<file path="src/include/fcs_defines.vh">
// constants shared by the flash clock and security control block
// assumes an 8-bit register port and a 20 MHz bus clock
`ifndef FCS_DEFINES_VH
`define FCS_DEFINES_VH

// register indexes on the register port
`define FCS_REG_SCALER        3'h0
`define FCS_REG_OPTION        3'h1
`define FCS_REG_CONFIG        3'h2
`define FCS_REG_STATUS        3'h3

// clock scaler register fields
`define FCS_SCALER_LOADED_BIT 7
`define FCS_PRESCALE_BIT      6
`define FCS_DIV_MSB           5
`define FCS_DIV_RESET         6'h00

// option working register fields
`define FCS_BACKDOOR_BIT      7
`define FCS_REDIRECT_DIS_BIT  6
`define FCS_LOCK_MSB          1
`define FCS_LOCK_UNSECURED    2'h2

// configuration and status fields
`define FCS_KEY_ACCESS_ENABLE_BIT        5
`define FCS_ACCERR_BIT        4
`define FCS_STAT_SECURE_BIT   1
`define FCS_STAT_TIMING_BIT   0

// backdoor key window in the memory map
`define FCS_KEY_WINDOW_TAG    13'h1ff6
`define FCS_KEY_BYTES         4'h8
`define FCS_KEY_LAST_IDX      3'h7

// flash clock prescaler
`define FCS_PRESCALE_LAST     3'h7

// timing pulse bounds, nanoseconds, and bus clock rate in MHz
`define FCS_CLK_MHZ           20
`define FCS_PULSE_MIN_NS      5000
`define FCS_PULSE_MAX_NS      6700
`define FCS_PULSE_MIN_CYC     ((`FCS_PULSE_MIN_NS * `FCS_CLK_MHZ + 999) / 1000)
`define FCS_PULSE_MAX_CYC     ((`FCS_PULSE_MAX_NS * `FCS_CLK_MHZ) / 1000)

`endif

</file>
<file path="src/hdl/fcs_flash_ctrl.v">
// flash clock scaler, option/security state and key window routing
// assumes the register port, memory port and sequencer inputs share i_clock
`timescale 1ns/1ps
`default_nettype none
`include "fcs_defines.vh"

// Function
// - loaded flag set by first scaler write
// - scaler bits writable once, always readable
// - erase/program allowed only after scaler loaded
// - prescale bit selects bus clock or /8
// - divide selected clock by divisor plus one
// - timing pulse is one flash clock cycle
// - option register copied from nonvolatile byte at reset
// - backdoor disabled blocks key unlocking
// - key writes refused from debug, unsecured sources
// - matching eight ordered bytes unlock until reset
// - redirect disable bit controls vector redirection
// - only lock code 1:0 means unsecured
// - secure state blocks unsecured memory access
// - key match or blank check unsecures
// - key access routes window writes
// - blocked access: write dropped, read zero
// - compare key when key access cleared
// - early command sets access error, ignored
module fcs_flash_ctrl (
    input  wire        i_clock,            // bus clock, 20 MHz
    input  wire        i_resetn,           // synchronous reset, active low
    input  wire [2:0]  i_addr,             // register index
    input  wire [7:0]  i_wdata,            // register write data
    input  wire        i_wr,               // register write strobe
    input  wire        i_rd,               // register read strobe
    output reg  [7:0]  o_rdata,            // register read data, next cycle
    input  wire [7:0]  i_nv_option_byte,   // nonvolatile option byte
    input  wire [63:0] i_nv_backdoor_key,  // stored key, byte 0 in [7:0]
    input  wire        i_mem_wr,           // cpu write to memory map
    input  wire [15:0] i_mem_addr,         // cpu write address
    input  wire [7:0]  i_mem_wdata,        // cpu write data
    input  wire        i_mem_from_secure,  // write issued by secure firmware
    input  wire        i_mem_from_debug,   // write issued by debug commands
    input  wire        i_blank_ok,         // blank check found all erased
    input  wire        i_arr_rd,           // array read request
    input  wire        i_arr_wr,           // array write request
    input  wire        i_arr_unsec_src,    // request from unsecured source
    input  wire [7:0]  i_arr_rdata,        // array data for the read
    output reg  [7:0]  o_arr_rdata,        // filtered array read data
    output reg         o_arr_wr,           // filtered array write enable
    output reg         o_cmd_start,        // one-cycle command launch
    output reg         o_prog_enable,      // erase/program allowed
    output reg         o_fclk_tick,        // one pulse per flash clock
    output reg         o_secure,           // security engaged
    output reg         o_redirect_enable   // vector redirection active
);

    localparam [1:0] CMP_IDLE  = 2'h0;
    localparam [1:0] CMP_READ  = 2'h1;
    localparam [1:0] CMP_CHECK = 2'h2;
    localparam [1:0] CMP_DONE  = 2'h3;

    localparam integer PULSE_MIN_CYC = `FCS_PULSE_MIN_CYC;
    localparam integer PULSE_MAX_CYC = `FCS_PULSE_MAX_CYC;

    // window decode, shared by command launch and key capture
    function in_key_window;
        input [15:0] addr;
        begin
            in_key_window = (addr[15:3] == `FCS_KEY_WINDOW_TAG);
        end
    endfunction

    reg        scaler_loaded_flag;
    reg        prescale_by_eight;
    reg [5:0]  scaler_value_field;
    reg        backdoor_enable;
    reg        vector_redirect_disable;
    reg [1:0]  lock_state_code;
    reg        key_access_enable;
    reg        access_error_flag;
    reg [3:0]  key_count;
    reg        key_bad;
    reg [1:0]  cmp_state;
    reg [2:0]  cmp_idx;
    reg        cmp_bad;
    reg [2:0]  pre_cnt;
    reg [5:0]  div_cnt;
    reg [7:0]  next_rdata;

    wire [7:0] ram_rdata;

    // register port decode
    wire wr_scaler = i_wr && (i_addr == `FCS_REG_SCALER);
    wire wr_config = i_wr && (i_addr == `FCS_REG_CONFIG);
    wire wr_status = i_wr && (i_addr == `FCS_REG_STATUS);

    // security decode works on the live code so gating has no lag
    wire secure_now = (lock_state_code != `FCS_LOCK_UNSECURED);

    // memory window routing
    wire win_wr     = i_mem_wr && in_key_window(i_mem_addr);
    wire cmd_req    = win_wr && !key_access_enable;
    wire key_wr_req = win_wr && key_access_enable;
    wire key_wr_ok  = key_wr_req && i_mem_from_secure &&
                      !i_mem_from_debug && (cmp_state == CMP_IDLE);

    // clearing key access closes the session and starts the compare
    wire key_acc_clear = wr_config && key_access_enable &&
                         !i_wdata[`FCS_KEY_ACCESS_ENABLE_BIT];
    wire key_acc_open  = wr_config && !key_access_enable &&
                         i_wdata[`FCS_KEY_ACCESS_ENABLE_BIT];

    // unlock only when the whole ordered key matched and backdoor is on
    wire unlock_now = (cmp_state == CMP_DONE) && !cmp_bad &&
                      backdoor_enable;

    // flash clock period in bus cycles, for the timing status bit
    wire [9:0] div_base   = {4'h0, scaler_value_field} + 10'h001;
    wire [9:0] fclk_cycles = prescale_by_eight ? {div_base[6:0], 3'b000}
                                               : div_base;
    wire timing_ok = scaler_loaded_flag &&
                     (fclk_cycles >= PULSE_MIN_CYC) &&
                     (fclk_cycles <= PULSE_MAX_CYC);

    // prescaler stage: every cycle, or every eighth when prescaling
    wire pre_tick = prescale_by_eight ? (pre_cnt == `FCS_PRESCALE_LAST)
                                      : 1'b1;

    // scaler register: first write wins, later ones are dropped
    always @(posedge i_clock) begin
        if (!i_resetn) begin
            scaler_loaded_flag <= 1'b0;
            prescale_by_eight  <= 1'b0;
            scaler_value_field <= `FCS_DIV_RESET;
        end else if (wr_scaler && !scaler_loaded_flag) begin
            scaler_loaded_flag <= 1'b1;
            prescale_by_eight  <= i_wdata[`FCS_PRESCALE_BIT];
            scaler_value_field <= i_wdata[`FCS_DIV_MSB:0];
        end
    end

    // option byte is caught while reset is held, then stays put
    always @(posedge i_clock) begin
        if (!i_resetn) begin
            backdoor_enable         <= i_nv_option_byte[`FCS_BACKDOOR_BIT];
            vector_redirect_disable <= i_nv_option_byte[`FCS_REDIRECT_DIS_BIT];
        end
    end

    // lock code: loaded at reset, forced unsecured by key or blank check
    always @(posedge i_clock) begin
        if (!i_resetn) begin
            lock_state_code <= i_nv_option_byte[`FCS_LOCK_MSB:0];
        end else if (unlock_now || i_blank_ok) begin
            lock_state_code <= `FCS_LOCK_UNSECURED;
        end
    end

    // key access enable bit
    always @(posedge i_clock) begin
        if (!i_resetn) begin
            key_access_enable <= 1'b0;
        end else if (wr_config) begin
            key_access_enable <= i_wdata[`FCS_KEY_ACCESS_ENABLE_BIT];
        end
    end

    // access error: a new error outranks a same-cycle clear
    always @(posedge i_clock) begin
        if (!i_resetn) begin
            access_error_flag <= 1'b0;
        end else if (cmd_req && !scaler_loaded_flag) begin
            access_error_flag <= 1'b1;
        end else if (wr_status && i_wdata[`FCS_ACCERR_BIT]) begin
            access_error_flag <= 1'b0;
        end
    end

    // command launch only once the timebase is set
    always @(posedge i_clock) begin
        if (!i_resetn) begin
            o_cmd_start   <= 1'b0;
            o_prog_enable <= 1'b0;
        end else begin
            o_cmd_start   <= cmd_req && scaler_loaded_flag;
            o_prog_enable <= scaler_loaded_flag;
        end
    end

    // key session tracking: bytes must come in ascending order, exactly eight
    always @(posedge i_clock) begin
        if (!i_resetn) begin
            key_count <= 4'h0;
            key_bad   <= 1'b0;
        end else if (key_acc_open || (cmp_state == CMP_DONE)) begin
            key_count <= 4'h0;
            key_bad   <= 1'b0;
        end else if (key_wr_ok) begin
            if ((key_count == `FCS_KEY_BYTES) ||
                ({1'b0, i_mem_addr[2:0]} != key_count)) begin
                key_bad <= 1'b1;
            end
            if (key_count != `FCS_KEY_BYTES) begin
                key_count <= key_count + 4'h1;
            end
        end
    end

    // compare walks the stored key one byte per two cycles; a single
    // read port keeps the store small at the cost of sixteen cycles
    always @(posedge i_clock) begin
        if (!i_resetn) begin
            cmp_state <= CMP_IDLE;
            cmp_idx   <= 3'h0;
            cmp_bad   <= 1'b0;
        end else begin
            case (cmp_state)
                CMP_IDLE: begin
                    if (key_acc_clear) begin
                        cmp_idx   <= 3'h0;
                        cmp_bad   <= key_bad || (key_count != `FCS_KEY_BYTES);
                        cmp_state <= CMP_READ;
                    end
                end
                CMP_READ: begin
                    cmp_state <= CMP_CHECK;
                end
                CMP_CHECK: begin
                    if (ram_rdata != i_nv_backdoor_key[{cmp_idx, 3'b000} +: 8]) begin
                        cmp_bad <= 1'b1;
                    end
                    if (cmp_idx == `FCS_KEY_LAST_IDX) begin
                        cmp_state <= CMP_DONE;
                    end else begin
                        cmp_idx   <= cmp_idx + 3'h1;
                        cmp_state <= CMP_READ;
                    end
                end
                CMP_DONE: begin
                    cmp_state <= CMP_IDLE;
                end
                default: begin
                    cmp_state <= CMP_IDLE;
                end
            endcase
        end
    end

    // key byte store
    fcs_key_ram #(
        .WIDTH (8),
        .DEPTH (8),
        .AW    (3)
    ) u_key_ram (
        .i_clock  (i_clock),
        .i_resetn (i_resetn),
        .i_wr     (key_wr_ok),
        .i_waddr  (i_mem_addr[2:0]),
        .i_wdata  (i_mem_wdata),
        .i_raddr  (cmp_idx),
        .o_rdata  (ram_rdata)
    );

    // flash clock divider, held still until the scaler is written
    always @(posedge i_clock) begin
        if (!i_resetn || !scaler_loaded_flag) begin
            pre_cnt     <= 3'h0;
            div_cnt     <= 6'h00;
            o_fclk_tick <= 1'b0;
        end else begin
            pre_cnt <= pre_cnt + 3'h1;
            if (pre_tick && (div_cnt == 6'h00)) begin
                div_cnt     <= scaler_value_field;
                o_fclk_tick <= 1'b1;
            end else if (pre_tick) begin
                div_cnt     <= div_cnt - 6'h01;
                o_fclk_tick <= 1'b0;
            end else begin
                o_fclk_tick <= 1'b0;
            end
        end
    end

    // array gate: unsecured sources see zeros and lose writes while secure
    always @(posedge i_clock) begin
        if (!i_resetn) begin
            o_arr_rdata <= 8'h00;
            o_arr_wr    <= 1'b0;
        end else begin
            if (i_arr_rd && !(secure_now && i_arr_unsec_src)) begin
                o_arr_rdata <= i_arr_rdata;
            end else begin
                o_arr_rdata <= 8'h00;
            end
            o_arr_wr <= i_arr_wr && !(secure_now && i_arr_unsec_src);
        end
    end

    // status level outputs, one cycle behind the code they follow
    always @(posedge i_clock) begin
        if (!i_resetn) begin
            o_secure          <= 1'b1;
            o_redirect_enable <= 1'b0;
        end else begin
            o_secure          <= secure_now;
            o_redirect_enable <= !vector_redirect_disable;
        end
    end

    // read mux; reserved bits read as zero
    always @* begin
        next_rdata = 8'h00;
        case (i_addr)
            `FCS_REG_SCALER: begin
                next_rdata[`FCS_SCALER_LOADED_BIT] = scaler_loaded_flag;
                next_rdata[`FCS_PRESCALE_BIT]      = prescale_by_eight;
                next_rdata[`FCS_DIV_MSB:0]         = scaler_value_field;
            end
            `FCS_REG_OPTION: begin
                next_rdata[`FCS_BACKDOOR_BIT]     = backdoor_enable;
                next_rdata[`FCS_REDIRECT_DIS_BIT] = vector_redirect_disable;
                next_rdata[`FCS_LOCK_MSB:0]       = lock_state_code;
            end
            `FCS_REG_CONFIG: begin
                next_rdata[`FCS_KEY_ACCESS_ENABLE_BIT] = key_access_enable;
            end
            `FCS_REG_STATUS: begin
                next_rdata[`FCS_ACCERR_BIT]      = access_error_flag;
                next_rdata[`FCS_STAT_SECURE_BIT] = secure_now;
                next_rdata[`FCS_STAT_TIMING_BIT] = timing_ok;
            end
            default: begin
                next_rdata = 8'h00;
            end
        endcase
    end

    // read data stands only in the cycle after the strobe
    always @(posedge i_clock) begin
        if (!i_resetn) begin
            o_rdata <= 8'h00;
        end else if (i_rd) begin
            o_rdata <= next_rdata;
        end else begin
            o_rdata <= 8'h00;
        end
    end

endmodule
`default_nettype wire

</file>
<file path="src/hdl/fcs_key_ram.v">
// small key byte store for the backdoor comparison sequence
// assumes one writer and one reader on the same clock; read data registered
`timescale 1ns/1ps
`default_nettype none

module fcs_key_ram #(
    parameter WIDTH = 8,
    parameter DEPTH = 8,
    parameter AW    = 3
) (
    input  wire             i_clock,   // bus clock
    input  wire             i_resetn,  // synchronous reset, active low
    input  wire             i_wr,      // write strobe
    input  wire [AW-1:0]    i_waddr,   // write address
    input  wire [WIDTH-1:0] i_wdata,   // write data
    input  wire [AW-1:0]    i_raddr,   // read address
    output reg  [WIDTH-1:0] o_rdata    // read data, one cycle later
);

    reg [WIDTH-1:0] mem [0:DEPTH-1];

    // storage itself has no reset; stale bytes are caught by the write tracking
    always @(posedge i_clock) begin
        if (i_wr) begin
            mem[i_waddr] <= i_wdata;
        end
    end

    // registered read port
    always @(posedge i_clock) begin
        if (!i_resetn) begin
            o_rdata <= {WIDTH{1'b0}};
        end else begin
            o_rdata <= mem[i_raddr];
        end
    end

endmodule
`default_nettype wire

</file>
<file path="config.mk">
export PLATFORM = sky130hd
export DESIGN_NAME = fcs_flash_ctrl
export DESIGN_NICKNAME = d
export VERILOG_FILES = /design/src/hdl/fcs_flash_ctrl.v /design/src/hdl/fcs_key_ram.v
export VERILOG_INCLUDE_DIRS = /design/src /design/src/include
export SDC_FILE = /design/constraint.sdc
export NUM_CORES = 1
export LEC_CHECK = 0
export BUFFER_PORTS_ARGS = -buffer_cell sky130_fd_sc_hd__buf_2
export CAP_MARGIN = 10
export CORE_MARGIN = 8
export CORE_UTILIZATION = 53
export CTS_CLUSTER_DIAMETER = 80
export CTS_CLUSTER_SIZE = 24
export DETAILED_ROUTE_END_ITERATION = 7
export GPL_TIMING_DRIVEN = 0
export PLACE_DENSITY = 0.8
export SYNTH_ARGS = -nofsm -noshare
export SYNTH_HDL_FRONTEND = slang
export SYNTH_SLANG_ARGS = --single-unit
</file>
<file path="constraint.sdc">
create_clock -name i_clock -period 2.7 [get_ports i_clock]
set_input_delay 0.27 -clock i_clock [delete_from_list [all_inputs] [get_ports i_clock]]
set_output_delay 0.27 -clock i_clock [all_outputs]
set_load 0.1 [all_outputs]
</file>
==> reports/results.txt, run 1 <==
Max Slew Vio Count = 0
Via count = 4,248
Outcome = finished clean
Dominant synthesized flop cell = edfxtp_1
Number of flops mapped to enable cells by yosys = 68
Layout cells sized above 1 = 34.5%
Postcts setup bufs = 0
Crit share post-route = 78.6%
I/O Buffers = 140
Critical path class = reg2reg
Lkg Pwr = 2.90 nW
Maximum buffer depth of the clock tree = 2
DRT Pass-1 Iters = 5
Max-cap viol count = 0
Num CTS Buffers = 17
Slew @ Worst Pin = 803 ps
Initial core utilization = 53.4%
Pwr per Cell Area = 610 nW/um^2
Initial DRC Count = 327
Num ports = 148
Drt total wl = 13,800 microns
DRC violations left = 0
Hold crit path type = in2reg
DR vias/cell = 5.45
Initial antenna violation count = 1
Die width = 120 microns
Register clock-pin slew on the reported worst setup and hold paths = 60 ps
Total power draw = 0.00449 W
Relative slew slack = 46.3%
Commonest cells post-synth = edfxtp_1 (68), dfxtp_1 (60), nor2_1 (50)
DP Wirelength = 10,400 microns
Crit path capture type = register
Synth cell types = 55
Critical Path Source = cmp_state[1]$_SDFFE_PN0P_
Gpl congestion = 0.871
Warnings from Yosys = 0
Mapped cell area = 5710 sq um
Critical path's slowest cell = nor3_1
CP Data Required Time = 2940 ps
Die Ht = 120 microns
Die ar. = 14,300 sq um
Synth area leaders = edfxtp_1 (36%), dfxtp_1 (21%), mux4_2 (8.7%)
Final nets = 759
GR Util All Layers = 19.7%
Row Count = 38
Register area share after synthesis = 56.8%
Min Tclk post-route = 2120 ps
Mapped Cells = 444
Root Driver = clkbuf_8
Routed WL per cell = 17.8 microns
CP arrival = 2360 ps
FMAX = 471 MHz
Final Hold Fails = 0
Worst Skew = 5.90 ps
Synth async-reset ratio = 0%
Worst path max stage delay = 510 ps
Worst Hold Launch = i_mem_wdata[7]
CTS tree = done
Remaining Overflow, GRT = 0
Max rail drop VDD = 0.000542 V
Number of H-tree levels = 4
Top-area cell type share of the netlist area = 35.8%
Unrepaired setup endpoints after global routing = false
Register bit count reported by yosys = 128
CP Max Fanout = 6
Worst skew pair latency = 520 ps
Leading area contributor after synthesis = edfxtp_1
Count leader, synth = edfxtp_1
Worst-path cell chain = nor3b_1 -> and4b_1 -> buf_2 -> nand2_1 -> nor3_1 -> buf_4
Net Count, Synth = 578
Final ANT Viol Nets = 0
CTS Sinks = 128
Final setup viols = 0
Worst setup SP type = register
R2R Path Start = cmp_state[1]$_SDFFE_PN0P_
Syn avg cell area = 12.9 sq um
First-pass GRT wire length = 22,100 microns
Core ar. = 10,700 sq um
Syn-to-layout area delta = 28.8%
Largest net degree at the start of global routing = 17
Final core utilization = 68.7%
Number of global-route vias before repair = 4,336
CTS resizes = 0
path summary, 6_finish.rpt:
kind | endpoint | slack, ps | cells after the start
setup reg to reg | u_key_ram.mem[4][6]$_DFFE_PP_ | 580 | 6
hold / removal | u_key_ram.mem[0][7]$_DFFE_PP_ | 30 | 1
setup / recovery | u_key_ram.mem[4][6]$_DFFE_PP_ | 580 | 6
hold reg to reg | pre_cnt[0]$_SDFF_PP0_ | 430 | 1
cells by family (layout without fill, tap and decap cells):
family / count (synthesis) / after routing / share of synthesized area (%)
AO/OA/AOI/OAI: 48 / 48 / 6.11
XOR/XNOR: 14 / 14 / 2.15
adder cells (fa/ha/maj): 8 / 8 / 1.75
buffers and inverters: 34 / 228 / 3.27
flip-flops: 128 / 128 / 56.8
multiplexers: 66 / 66 / 17.1
other: 0 / 1 / 0
AND/OR/NAND/NOR: 146 / 146 / 12.8
repair_timing:
item / 4_1_cts / 5_1_grt
setup endpoints to repair: 0 / 0
hold buffers: 20 / 0
hold endpoints to repair: 41 / 0
power by group:
part | internal, W | switching [W]
logic | 0.000136 | 0.000182
clock network | 0.00123 | 0.000858
registers | 0.00207 | 0.0000102
total | 0.00344 | 0.00105
placed cells by master (no fill, tap or decap), drive strengths merged, types with 7 or more instances in the layout:
cell           n
a21oi         13
and3          13
buf          155
clkbuf        26
clkinv         8
dfxtp         60
dlygate4sd3   20
edfxtp        68
ha             8
inv           16
mux2           8
mux2i         34
mux4          24
nand2         29
nand2b        10
nor2          50
nor3          13
xnor2          7
xor2           7
metrics by stage:
step | instance area [sq um] | TNS [ps] | worst slack, ps | cells | hold slack [ps]
floorplan | 5710 | 0 | 545 | 444 | 369
global placement | 6590 | -2170 | -189 | 724 | 408
detailed placement | 6590 | -1410 | -176 | 725 | 446
CTS | 7340 | 0 | 236 | 777 | 4.24
global route | 7350 | 0 | 442 | 779 | 15.8
finish | 7350 | 0 | 578 | 779 | 28.6
sequential cells by signal, summed over array words and instances, names as in the netlist, 2 cells and up:
name,count
cmp_idx,3
cmp_state,2
div_cnt,6
key_count,4
lock_state_code,2
o_arr_rdata,8
o_rdata,8
pre_cnt,3
scaler_value_field,6
u_key_ram.mem,64
u_key_ram.o_rdata,8
critical path, delay by kind of cell, from the launching register on:
family / cells / cell delay, ps
AND/OR/NAND/NOR: 4 / 1030
buffers and inverters: 2 / 430
flip-flops: 1 / 360
routing by layer:
metal | GRT usage [%] | routed length, microns | vias to the layer above
met3 | 6.29 | 933 | 18
li1 | - | - | 2034
met4 | 6.79 | 200 | 0
met5 | 0 | 0 | -
met1 | 22.5 | 5680 | 2047
met2 | 34.1 | 7030 | 149
final cells by class:
type                       instances  area, sq um
antenna                            1         2.50
buffer                            21          138
clock buffer                      18          418
clock inverter                    14          133
fill                             718         3350
inverter                          13         48.8
multi-input combinational        282         2280
sequential                       128         3240
tap                              140          175
timing repair buffer             162          913
Note: power is estimated with default switching activity, not from simulation.
==> run 2: changes to the inputs <==
--- a/config.mk
+++ b/config.mk
@@ -6,15 +6,16 @@
 export SDC_FILE = /design/constraint.sdc
 export NUM_CORES = 1
 export LEC_CHECK = 0
+export ABC_AREA = 1
 export BUFFER_PORTS_ARGS = -buffer_cell sky130_fd_sc_hd__buf_2
 export CAP_MARGIN = 10
 export CORE_MARGIN = 8
-export CORE_UTILIZATION = 53
+export CORE_UTILIZATION = 48
 export CTS_CLUSTER_DIAMETER = 80
 export CTS_CLUSTER_SIZE = 24
 export DETAILED_ROUTE_END_ITERATION = 7
 export GPL_TIMING_DRIVEN = 0
-export PLACE_DENSITY = 0.8
+export PLACE_DENSITY = 0.76
 export SYNTH_ARGS = -nofsm -noshare
 export SYNTH_HDL_FRONTEND = slang
 export SYNTH_SLANG_ARGS = --single-unit
==> constraint.sdc (replaced) <==
create_clock -name i_clock -period 1.8 [get_ports i_clock]
set_input_delay 0.18 -clock i_clock [delete_from_list [all_inputs] [get_ports i_clock]]
set_output_delay 0.18 -clock i_clock [all_outputs]
set_load 0.1 [all_outputs]
==> reports/results.txt, run 2 <==
Worst Hold Path EP = o_rdata[0]$_SDFF_PN0_ (was u_key_ram.mem[0][7]$_DFFE_PP_)
Layout Cells excl Fill = 1,056 (was 779)
CTS tree = done (unchanged)
Total power draw = 0.00712 W (was 0.00449 W)
Maximum buffer depth of the clock tree = 2 (unchanged)
Max-cap viol count = 0 (unchanged)
Commonest cells after routing, fill and taps aside = buf_2 (147), nor2_1 (120), nand2_1 (107), inv_1 (87), edfxtp_1 (68) (was buf_2 (145), edfxtp_1 (68), dfxtp_1 (60), nor2_1 (50), mux2i_1 (34))
Largest Register = u_key_ram.mem (unchanged)
R2R Path Start = cmp_state[0]$_SDFFE_PN0P_ (was cmp_state[1]$_SDFFE_PN0P_)
Row Count = 40 (was 38)
Clock Power Share = 48.9% (was 46.6%)
Lkg Pwr = 3.57 nW (was 2.90 nW)
Root Driver = clkbuf_16 (was clkbuf_8)
Crit path capture type = register (unchanged)
Layout cells sized above 1 = 26.4% (was 34.5%)
DP Wirelength = 11,400 microns (was 10,400 microns)
Commonest non-fill, non-tap cell in the layout = buf_2 (unchanged)
Worst path buffer plus inverter count = 2 (unchanged)
FF-to-FF End = u_key_ram.mem[0][4]$_DFFE_PP_ (was u_key_ram.mem[4][6]$_DFFE_PP_)
Largest register FFs = 64 (unchanged)
Design internal power = 0.00558 W (was 0.00344 W)
Gpl congestion = 0.847 (was 0.871)
Register clock-pin slew on the reported worst setup and hold paths = 50 ps (was 60 ps)
Die width = 127 microns (was 120 microns)
Count leader, synth = nor2_1 (was edfxtp_1)
Leading area contributor after synthesis = edfxtp_1 (unchanged)
Mapped Cells = 710 (was 444)
FMAX = 570 MHz (was 471 MHz)
DRT Pass-1 Iters = 5 (unchanged)
Max Slew Vio Count = 0 (unchanged)
Commonest cells post-synth = nor2_1 (122), nand2_1 (110), inv_1 (88) (was edfxtp_1 (68), dfxtp_1 (60), nor2_1 (50))
Initial antenna violation count = 0 (was 1)
Critical path class = reg2reg (unchanged)
Die ar. = 16,200 sq um (was 14,300 sq um)
Final Hold Fails = 0 (unchanged)
Largest net degree at the start of global routing = 17 (unchanged)
Slew @ Worst Pin = 545 ps (was 803 ps)
Hold Crit Depth = 3 (was 1)
Final core utilization = 65.7% (was 68.7%)
Final nets = 1,030 (was 759)
Syn avg cell area = 8.35 sq um (was 12.9 sq um)
Die Ht = 127 microns (was 120 microns)
Number of global-route vias before repair = 5,127 (was 4,336)
Synth async-reset ratio = 0% (unchanged)
CTS Sinks = 128 (unchanged)
Initial core utilization = 49.3% (was 53.4%)
Num CTS Buffers = 17 (unchanged)
Number of flops mapped to enable cells by yosys = 68 (unchanged)
CP dominant cell by count = nor3_4
DRC violations left = 0 (unchanged)
Total negative setup slack = 0 ps (unchanged)
Flop-to-flop setup slack = 50 ps (was 580 ps)
# diodes = 0 (was 1)
Core ar. = 12,000 sq um (was 10,700 sq um)
Worst skew pair latency = 410 ps (was 520 ps)
Critical Path Source = cmp_state[0]$_SDFFE_PN0P_ (was cmp_state[1]$_SDFFE_PN0P_)
Relative slew slack = 63.7% (was 46.3%)
Min Tclk post-route = 1750 ps (was 2120 ps)
Reg power frac = 43.9% (was 46.3%)
Dominant synthesized flop cell = edfxtp_1 (unchanged)
Final Cell Area = 7900 sq um (was 7350 sq um)
I/O Buffers = 142 (was 140)
Synth area leaders = edfxtp_1 (34%), dfxtp_1 (20%), nor2_1 (7.7%) (was edfxtp_1 (36%), dfxtp_1 (21%), mux4_2 (8.7%))
Register area share after synthesis = 54.7% (was 56.8%)
Critical path's slowest cell = dfxtp_4 (was nor3_1)
Initial DRC Count = 355 (was 327)
Mapped cell area = 5930 sq um (was 5710 sq um)
CP Data Required Time = 1930 ps (was 2940 ps)
Logic pwr share = 7.2% (was 7.1%)
CP Max Fanout = 5 (was 6)
Worst-path cell chain = nor2_4 -> inv_2 -> nor3_4 -> nand2_2 -> or2_4 -> nor3_4 -> buf_6 (was nor3b_1 -> and4b_1 -> buf_2 -> nand2_1 -> nor3_1 -> buf_4)
Via count = 5,452 (was 4,248)
Worst setup SP type = register (unchanged)
Outcome = finished clean (unchanged)
Inst Count DP = 999 (was 725)
Max rail drop VDD = 0.000557 V (was 0.000542 V)
Hold crit path type = in2reg (unchanged)
Drt total wl = 16,400 microns (was 13,800 microns)
Net Count, Synth = 844 (was 578)
Final ANT Viol Nets = 0 (unchanged)
Register bit count reported by yosys = 128 (unchanged)
Remaining Overflow, GRT = 0 (unchanged)
Worst Hold Launch = i_rd (was i_mem_wdata[7])
Unrepaired setup endpoints after global routing = true (was false)
Number of H-tree levels = 4 (unchanged)
Sw frac = 21.6% (was 23.4%)
Fill count = 946 (was 718)
Synth cell types = 33 (was 55)
Top-area cell type share of the netlist area = 34.5% (was 35.8%)
CP arrival = 1880 ps (was 2360 ps)
Syn-to-layout area delta = 33.3% (was 28.8%)
Final setup viols = 0 (unchanged)
Pwr per Cell Area = 901 nW/um^2 (was 610 nW/um^2)
Num ports = 148 (unchanged)
DR vias/cell = 5.16 (was 5.45)
Worst path max stage delay = 360 ps (was 510 ps)
GR Util All Layers = 19.8% (was 19.7%)
Critical path's top delay family = simple AND/OR/NAND/NOR gates (unchanged)
Warnings from Yosys = 0 (unchanged)
First-pass GRT wire length = 25,400 microns (was 22,100 microns)
Worst Skew = 7.30 ps (was 5.90 ps)
Crit share post-route = 97.4% (was 78.6%)
Area after DPL = 6840 sq um (was 6590 sq um)
R2R depth = 7 (was 6)
Psw = 0.00154 W (was 0.00105 W)
Routed WL per cell = 15.5 microns (was 17.8 microns)
[run 2: cell type report]
class	instances	area, sq um	area share (%)
clock buffer	18	429	5.43
multi-input combinational	459	2320	29.4
sequential	128	3250	41.2
clock inverter	14	171	2.17
timing repair buffer	167	983	12.5
tap	147	184	2.33
buffer	28	200	2.54
inverter	95	357	4.52
[run 2: metal layers]
layer,up-vias,global-route usage (%),wire length (microns)
li1,2733,-,-
met1,2487,23.0,6800
met2,201,34.1,8180
met3,31,5.07,1060
met4,0,8.12,357
met5,-,0,0
[run 2: worst register-to-register path, cell delays in order, from the launching register on]
cell and delay, ps:
dfxtp_4 360, nor2_4 100, inv_2 50, nor3_4 150, nand2_2 100, or2_4 310
nor3_4 240, buf_6 160
[run 2: how the worst max path moves through the flow]
stage	endpoint	slack, ps	cells after the start
4_1_cts	u_key_ram.mem[4][3]$_DFFE_PP_	10	7
3_3_place_gp	u_key_ram.mem[0][7]$_DFFE_PP_	-850	7
3_5_place_dp	u_key_ram.mem[4][3]$_DFFE_PP_	-890	7
5_1_grt	cmp_bad$_SDFFE_PN0P_	-40	12
2_1_floorplan	u_key_ram.mem[0][0]$_DFFE_PP_	-180	6
6_report	u_key_ram.mem[0][4]$_DFFE_PP_	50	7
[run 2: power groups by stage]
stage / combinational (W) / sequential, W / clock [W]
floorplan: 0.000162 / 0.00328 / 0
global placement: 0.000464 / 0.00318 / 0
detailed placement: 0.000472 / 0.00318 / 0
CTS: 0.000504 / 0.00312 / 0.00351
global route: 0.000560 / 0.00312 / 0.00363
finish: 0.000513 / 0.00312 / 0.00348
[run 2: cell families after synthesis]
kind of cell             synth area share [%]
AO/OA/AOI/OAI                            11.6
XOR/XNOR                                0.739
adder cells (fa/ha/maj)                  1.69
buffers and inverters                    8.68
flip-flops                               54.7
AND/OR/NAND/NOR                          22.6
[run 2: timing repair]
item | 4_1_cts | 5_1_grt
resized for setup | 26 | 26
pin swaps | 10 | 4
setup endpoints to repair | 70 | 74
hold buffers | 11 | 0
hold endpoints to repair | 11 | 0
buffers inserted | 12 | 2
[run 2: metrics by stage]
step                      worst slack [ps]  hold slack (ps)
final                                 46.7             22.8
after global routing                 -37.8             28.2
after CTS                             13.8             11.9
after detailed placement              -894              359
after global placement                -854              357
after floorplan                       -175              279
==> run 3: changes to the inputs <==
--- a/config.mk
+++ b/config.mk
@@ -6,7 +6,6 @@
 export SDC_FILE = /design/constraint.sdc
 export NUM_CORES = 1
 export LEC_CHECK = 0
-export ABC_AREA = 1
 export BUFFER_PORTS_ARGS = -buffer_cell sky130_fd_sc_hd__buf_2
 export CAP_MARGIN = 10
 export CORE_MARGIN = 8
@@ -14,6 +13,7 @@
 export CTS_CLUSTER_DIAMETER = 80
 export CTS_CLUSTER_SIZE = 24
 export DETAILED_ROUTE_END_ITERATION = 7
+export GPL_ROUTABILITY_DRIVEN = 0
 export GPL_TIMING_DRIVEN = 0
 export PLACE_DENSITY = 0.76
 export SYNTH_ARGS = -nofsm -noshare
==> reports/results.txt, run 3 (synthesis gave the netlist of run 1 again) <==
Outcome = complete, but fails checks (was finished clean)
Failing checks = setup timing
Final Cell Area = 7590 sq um (was 7900 sq um)
Number of global-route vias before repair = 4,493 (was 5,127)
First-pass GRT wire length = 23,000 microns (was 25,400 microns)
Worst skew pair latency = 420 ps (was 410 ps)
Worst-path cell chain = buf_8 -> buf_16 -> mux4_2 -> mux2i_1 -> xnor2_1 -> nor3_2 -> a31oi_1 (was nor2_4 -> inv_2 -> nor3_4 -> nand2_2 -> or2_4 -> nor3_4 -> buf_6)
Num ports = 148 (unchanged)
Critical Path Source = cmp_idx[0]$_SDFFE_PN0P_ (was cmp_state[0]$_SDFFE_PN0P_)
Crit share post-route = 104% (was 97.4%)
Critical path's top delay family = multiplexers (was simple AND/OR/NAND/NOR gates)
DP Wirelength = 10,300 microns (was 11,400 microns)
Final core utilization = 64.3% (was 65.7%)
Max-cap viol count = 0 (unchanged)
Initial core utilization = 48.3% (was 49.3%)
Remaining Overflow, GRT = 0 (unchanged)
CTS Sinks = 128 (unchanged)
Relative slew slack = 52.2% (was 63.7%)
Crit path capture type = register (unchanged)
Pwr per Cell Area = 896 nW/um^2 (was 901 nW/um^2)
Max rail drop VDD = 0.000849 V (was 0.000557 V)
Area after DPL = 6600 sq um (was 6840 sq um)
Total negative setup slack = -63.9 ps (was 0 ps)
Psw = 0.00148 W (was 0.00154 W)
Clock Power Share = 47.1% (was 48.9%)
FMAX = 537 MHz (was 570 MHz)
Die width = 125 microns (was 127 microns)
Fill count = 859 (was 946)
Initial antenna violation count = 0 (unchanged)
Sw frac = 21.8% (was 21.6%)
Drt total wl = 14,800 microns (was 16,400 microns)
Die Ht = 125 microns (was 127 microns)
Max Slew Vio Count = 0 (unchanged)
R2R Path Start = cmp_idx[0]$_SDFFE_PN0P_ (was cmp_state[0]$_SDFFE_PN0P_)
Routed WL per cell = 19.0 microns (was 15.5 microns)
Critical path class = reg2reg (unchanged)
DRT Pass-1 Iters = 5 (unchanged)
Lkg Pwr = 2.95 nW (was 3.57 nW)
Final setup viols = 1 (was 0)
Largest net degree at the start of global routing = 17 (unchanged)
Commonest non-fill, non-tap cell in the layout = buf_2 (unchanged)
Number of H-tree levels = 4 (unchanged)
DR top layer = met4 (unchanged)
Root Driver = clkbuf_16 (unchanged)
Worst path buffer plus inverter count = 2 (unchanged)
Met1 WL = 6000 microns (was 6800 microns)
DRC violations left = 0 (unchanged)
Worst Skew = 9.17 ps (was 7.30 ps)
Footprint of the multi-input gates = 2470 sq um (was 2320 sq um)
Hold crit path type = in2reg (unchanged)
Worst Hold Launch = i_wdata[2] (was i_rd)
Final Hold Slack = 5.13 ps (was 22.8 ps)
Layout cells sized above 1 = 41.1% (was 26.4%)
Via count = 4,308 (was 5,452)
Min Tclk post-route = 1860 ps (was 1750 ps)
I/O Buffers = 140 (was 142)
Critical path's slowest cell = mux4_2 (was dfxtp_4)
Reg power frac = 45.9% (was 43.9%)
# diodes = 0 (unchanged)
CP Max Fanout = 6 (was 5)
Row Count = 40 (unchanged)
Largest register FFs = 64 (unchanged)
Final Hold Fails = 0 (unchanged)
Design internal power = 0.00532 W (was 0.00558 W)
Logic pwr share = 7.0% (was 7.2%)
Slew @ Worst Pin = 706 ps (was 545 ps)
PnR worst setup slack = -63.9 ps (was 46.7 ps)
Met2 routed WL = 7560 microns (was 8180 microns)
Worst path max stage delay = 490 ps (was 360 ps)
Syn-to-layout area delta = 33.0% (was 33.3%)
Register clock-pin slew on the reported worst setup and hold paths = 50 ps (about the same)
CP arrival = 2150 ps (was 1880 ps)
Unrepaired setup endpoints after global routing = true (unchanged)
Core ar. = 11,800 sq um (was 12,000 sq um)
CP Data Required Time = 2090 ps (was 1930 ps)
Largest Register = u_key_ram.mem (unchanged)
GR Util All Layers = 18.6% (was 19.8%)
Die ar. = 15,600 sq um (was 16,200 sq um)
CTS tree = done (unchanged)
Num CTS Buffers = 17 (unchanged)
Metal3 WL = 1010 microns (was 1060 microns)
Seq. cell area = 3250 sq um (unchanged)
Maximum buffer depth of the clock tree = 2 (unchanged)
Final ANT Viol Nets = 0 (unchanged)
Post-place setup slack = -642 ps (was -894 ps)
Initial DRC Count = 408 (was 355)
Worst setup SP type = register (unchanged)
DR vias/cell = 5.53 (was 5.16)
Final nets = 753 (was 1,030)
Commonest cells after routing, fill and taps aside = buf_2 (141), edfxtp_1 (68), dfxtp_1 (57), nor2_1 (44), mux2i_1 (31) (was buf_2 (147), nor2_1 (120), nand2_1 (107), inv_1 (87), edfxtp_1 (68))
run 3: cell count changes in the layout (fill, tap and decap cells not counted), sizes merged, moves of 13 or more:
| cell | delta |
|---|---|
| and3 | +13 |
| nand2 | -81 |
| inv | -82 |
| mux4 | +24 |
| mux2i | +34 |
| nor2 | -73 |
| o21ai | -70 |
| nand3 | -55 |
run 3: metal layers:
layer  vias up  global-route usage, %
met5         -                      0
li1       2016                      -
met2       165                   31.9
met4         0                   6.73
met3        16                   5.74
met1      2111                   21.6
run 3: worst min-delay path, stage by stage:
cell     delay [ps]
buf_2            70
mux2i_1          50
nor2_1           70
run 3: power by group through the flow:
stage	registers [W]	clock network (W)	logic [W]
final	0.00312	0.00321	0.000477
after global routing	0.00312	0.00338	0.000510
after CTS	0.00312	0.00324	0.000459
after detailed placement	0.00318	0	0.000439
after global placement	0.00318	0	0.000428
after floorplan	0.00327	0	0.000141
run 3: metrics by stage:
stage | instances | total power (W)
after detailed placement | 731 | 0.00362
after floorplan | 444 | 0.00342
final | 779 | 0.00680
after CTS | 776 | 0.00681
after global routing | 779 | 0.00701
after global placement | 731 | 0.00361
run 3: timing repair:
item,in CTS,in global routing
endpoints found under the setup margin,75,75
hold endpoints to repair,5,1
hold buffers,5,1
pin swaps,13,15
setup buffers,7,4
gates resized for setup,34,28
gates cloned,1,0
run 3: area by class of cell:
class	instances	area share [%]
Inverter	13	0.643
Multi-Input combinational cell	282	32.5
Tap cell	147	2.42
Buffer	19	2.19
Timing Repair Buffer	158	12.0
Clock inverter	11	1.55
Sequential cell	128	42.8
Clock buffer	21	5.80
run 3: final timing paths:
kind                                   endpoint  slack [ps]  depth (start not counted)
max                        cmp_bad$_SDFFE_PN0P_         -60                          7
min          scaler_value_field[2]$_SDFFE_PN0P_           5                          3
max reg2reg                cmp_bad$_SDFFE_PN0P_         -60                          7
min reg2reg               pre_cnt[0]$_SDFF_PP0_         420                          1
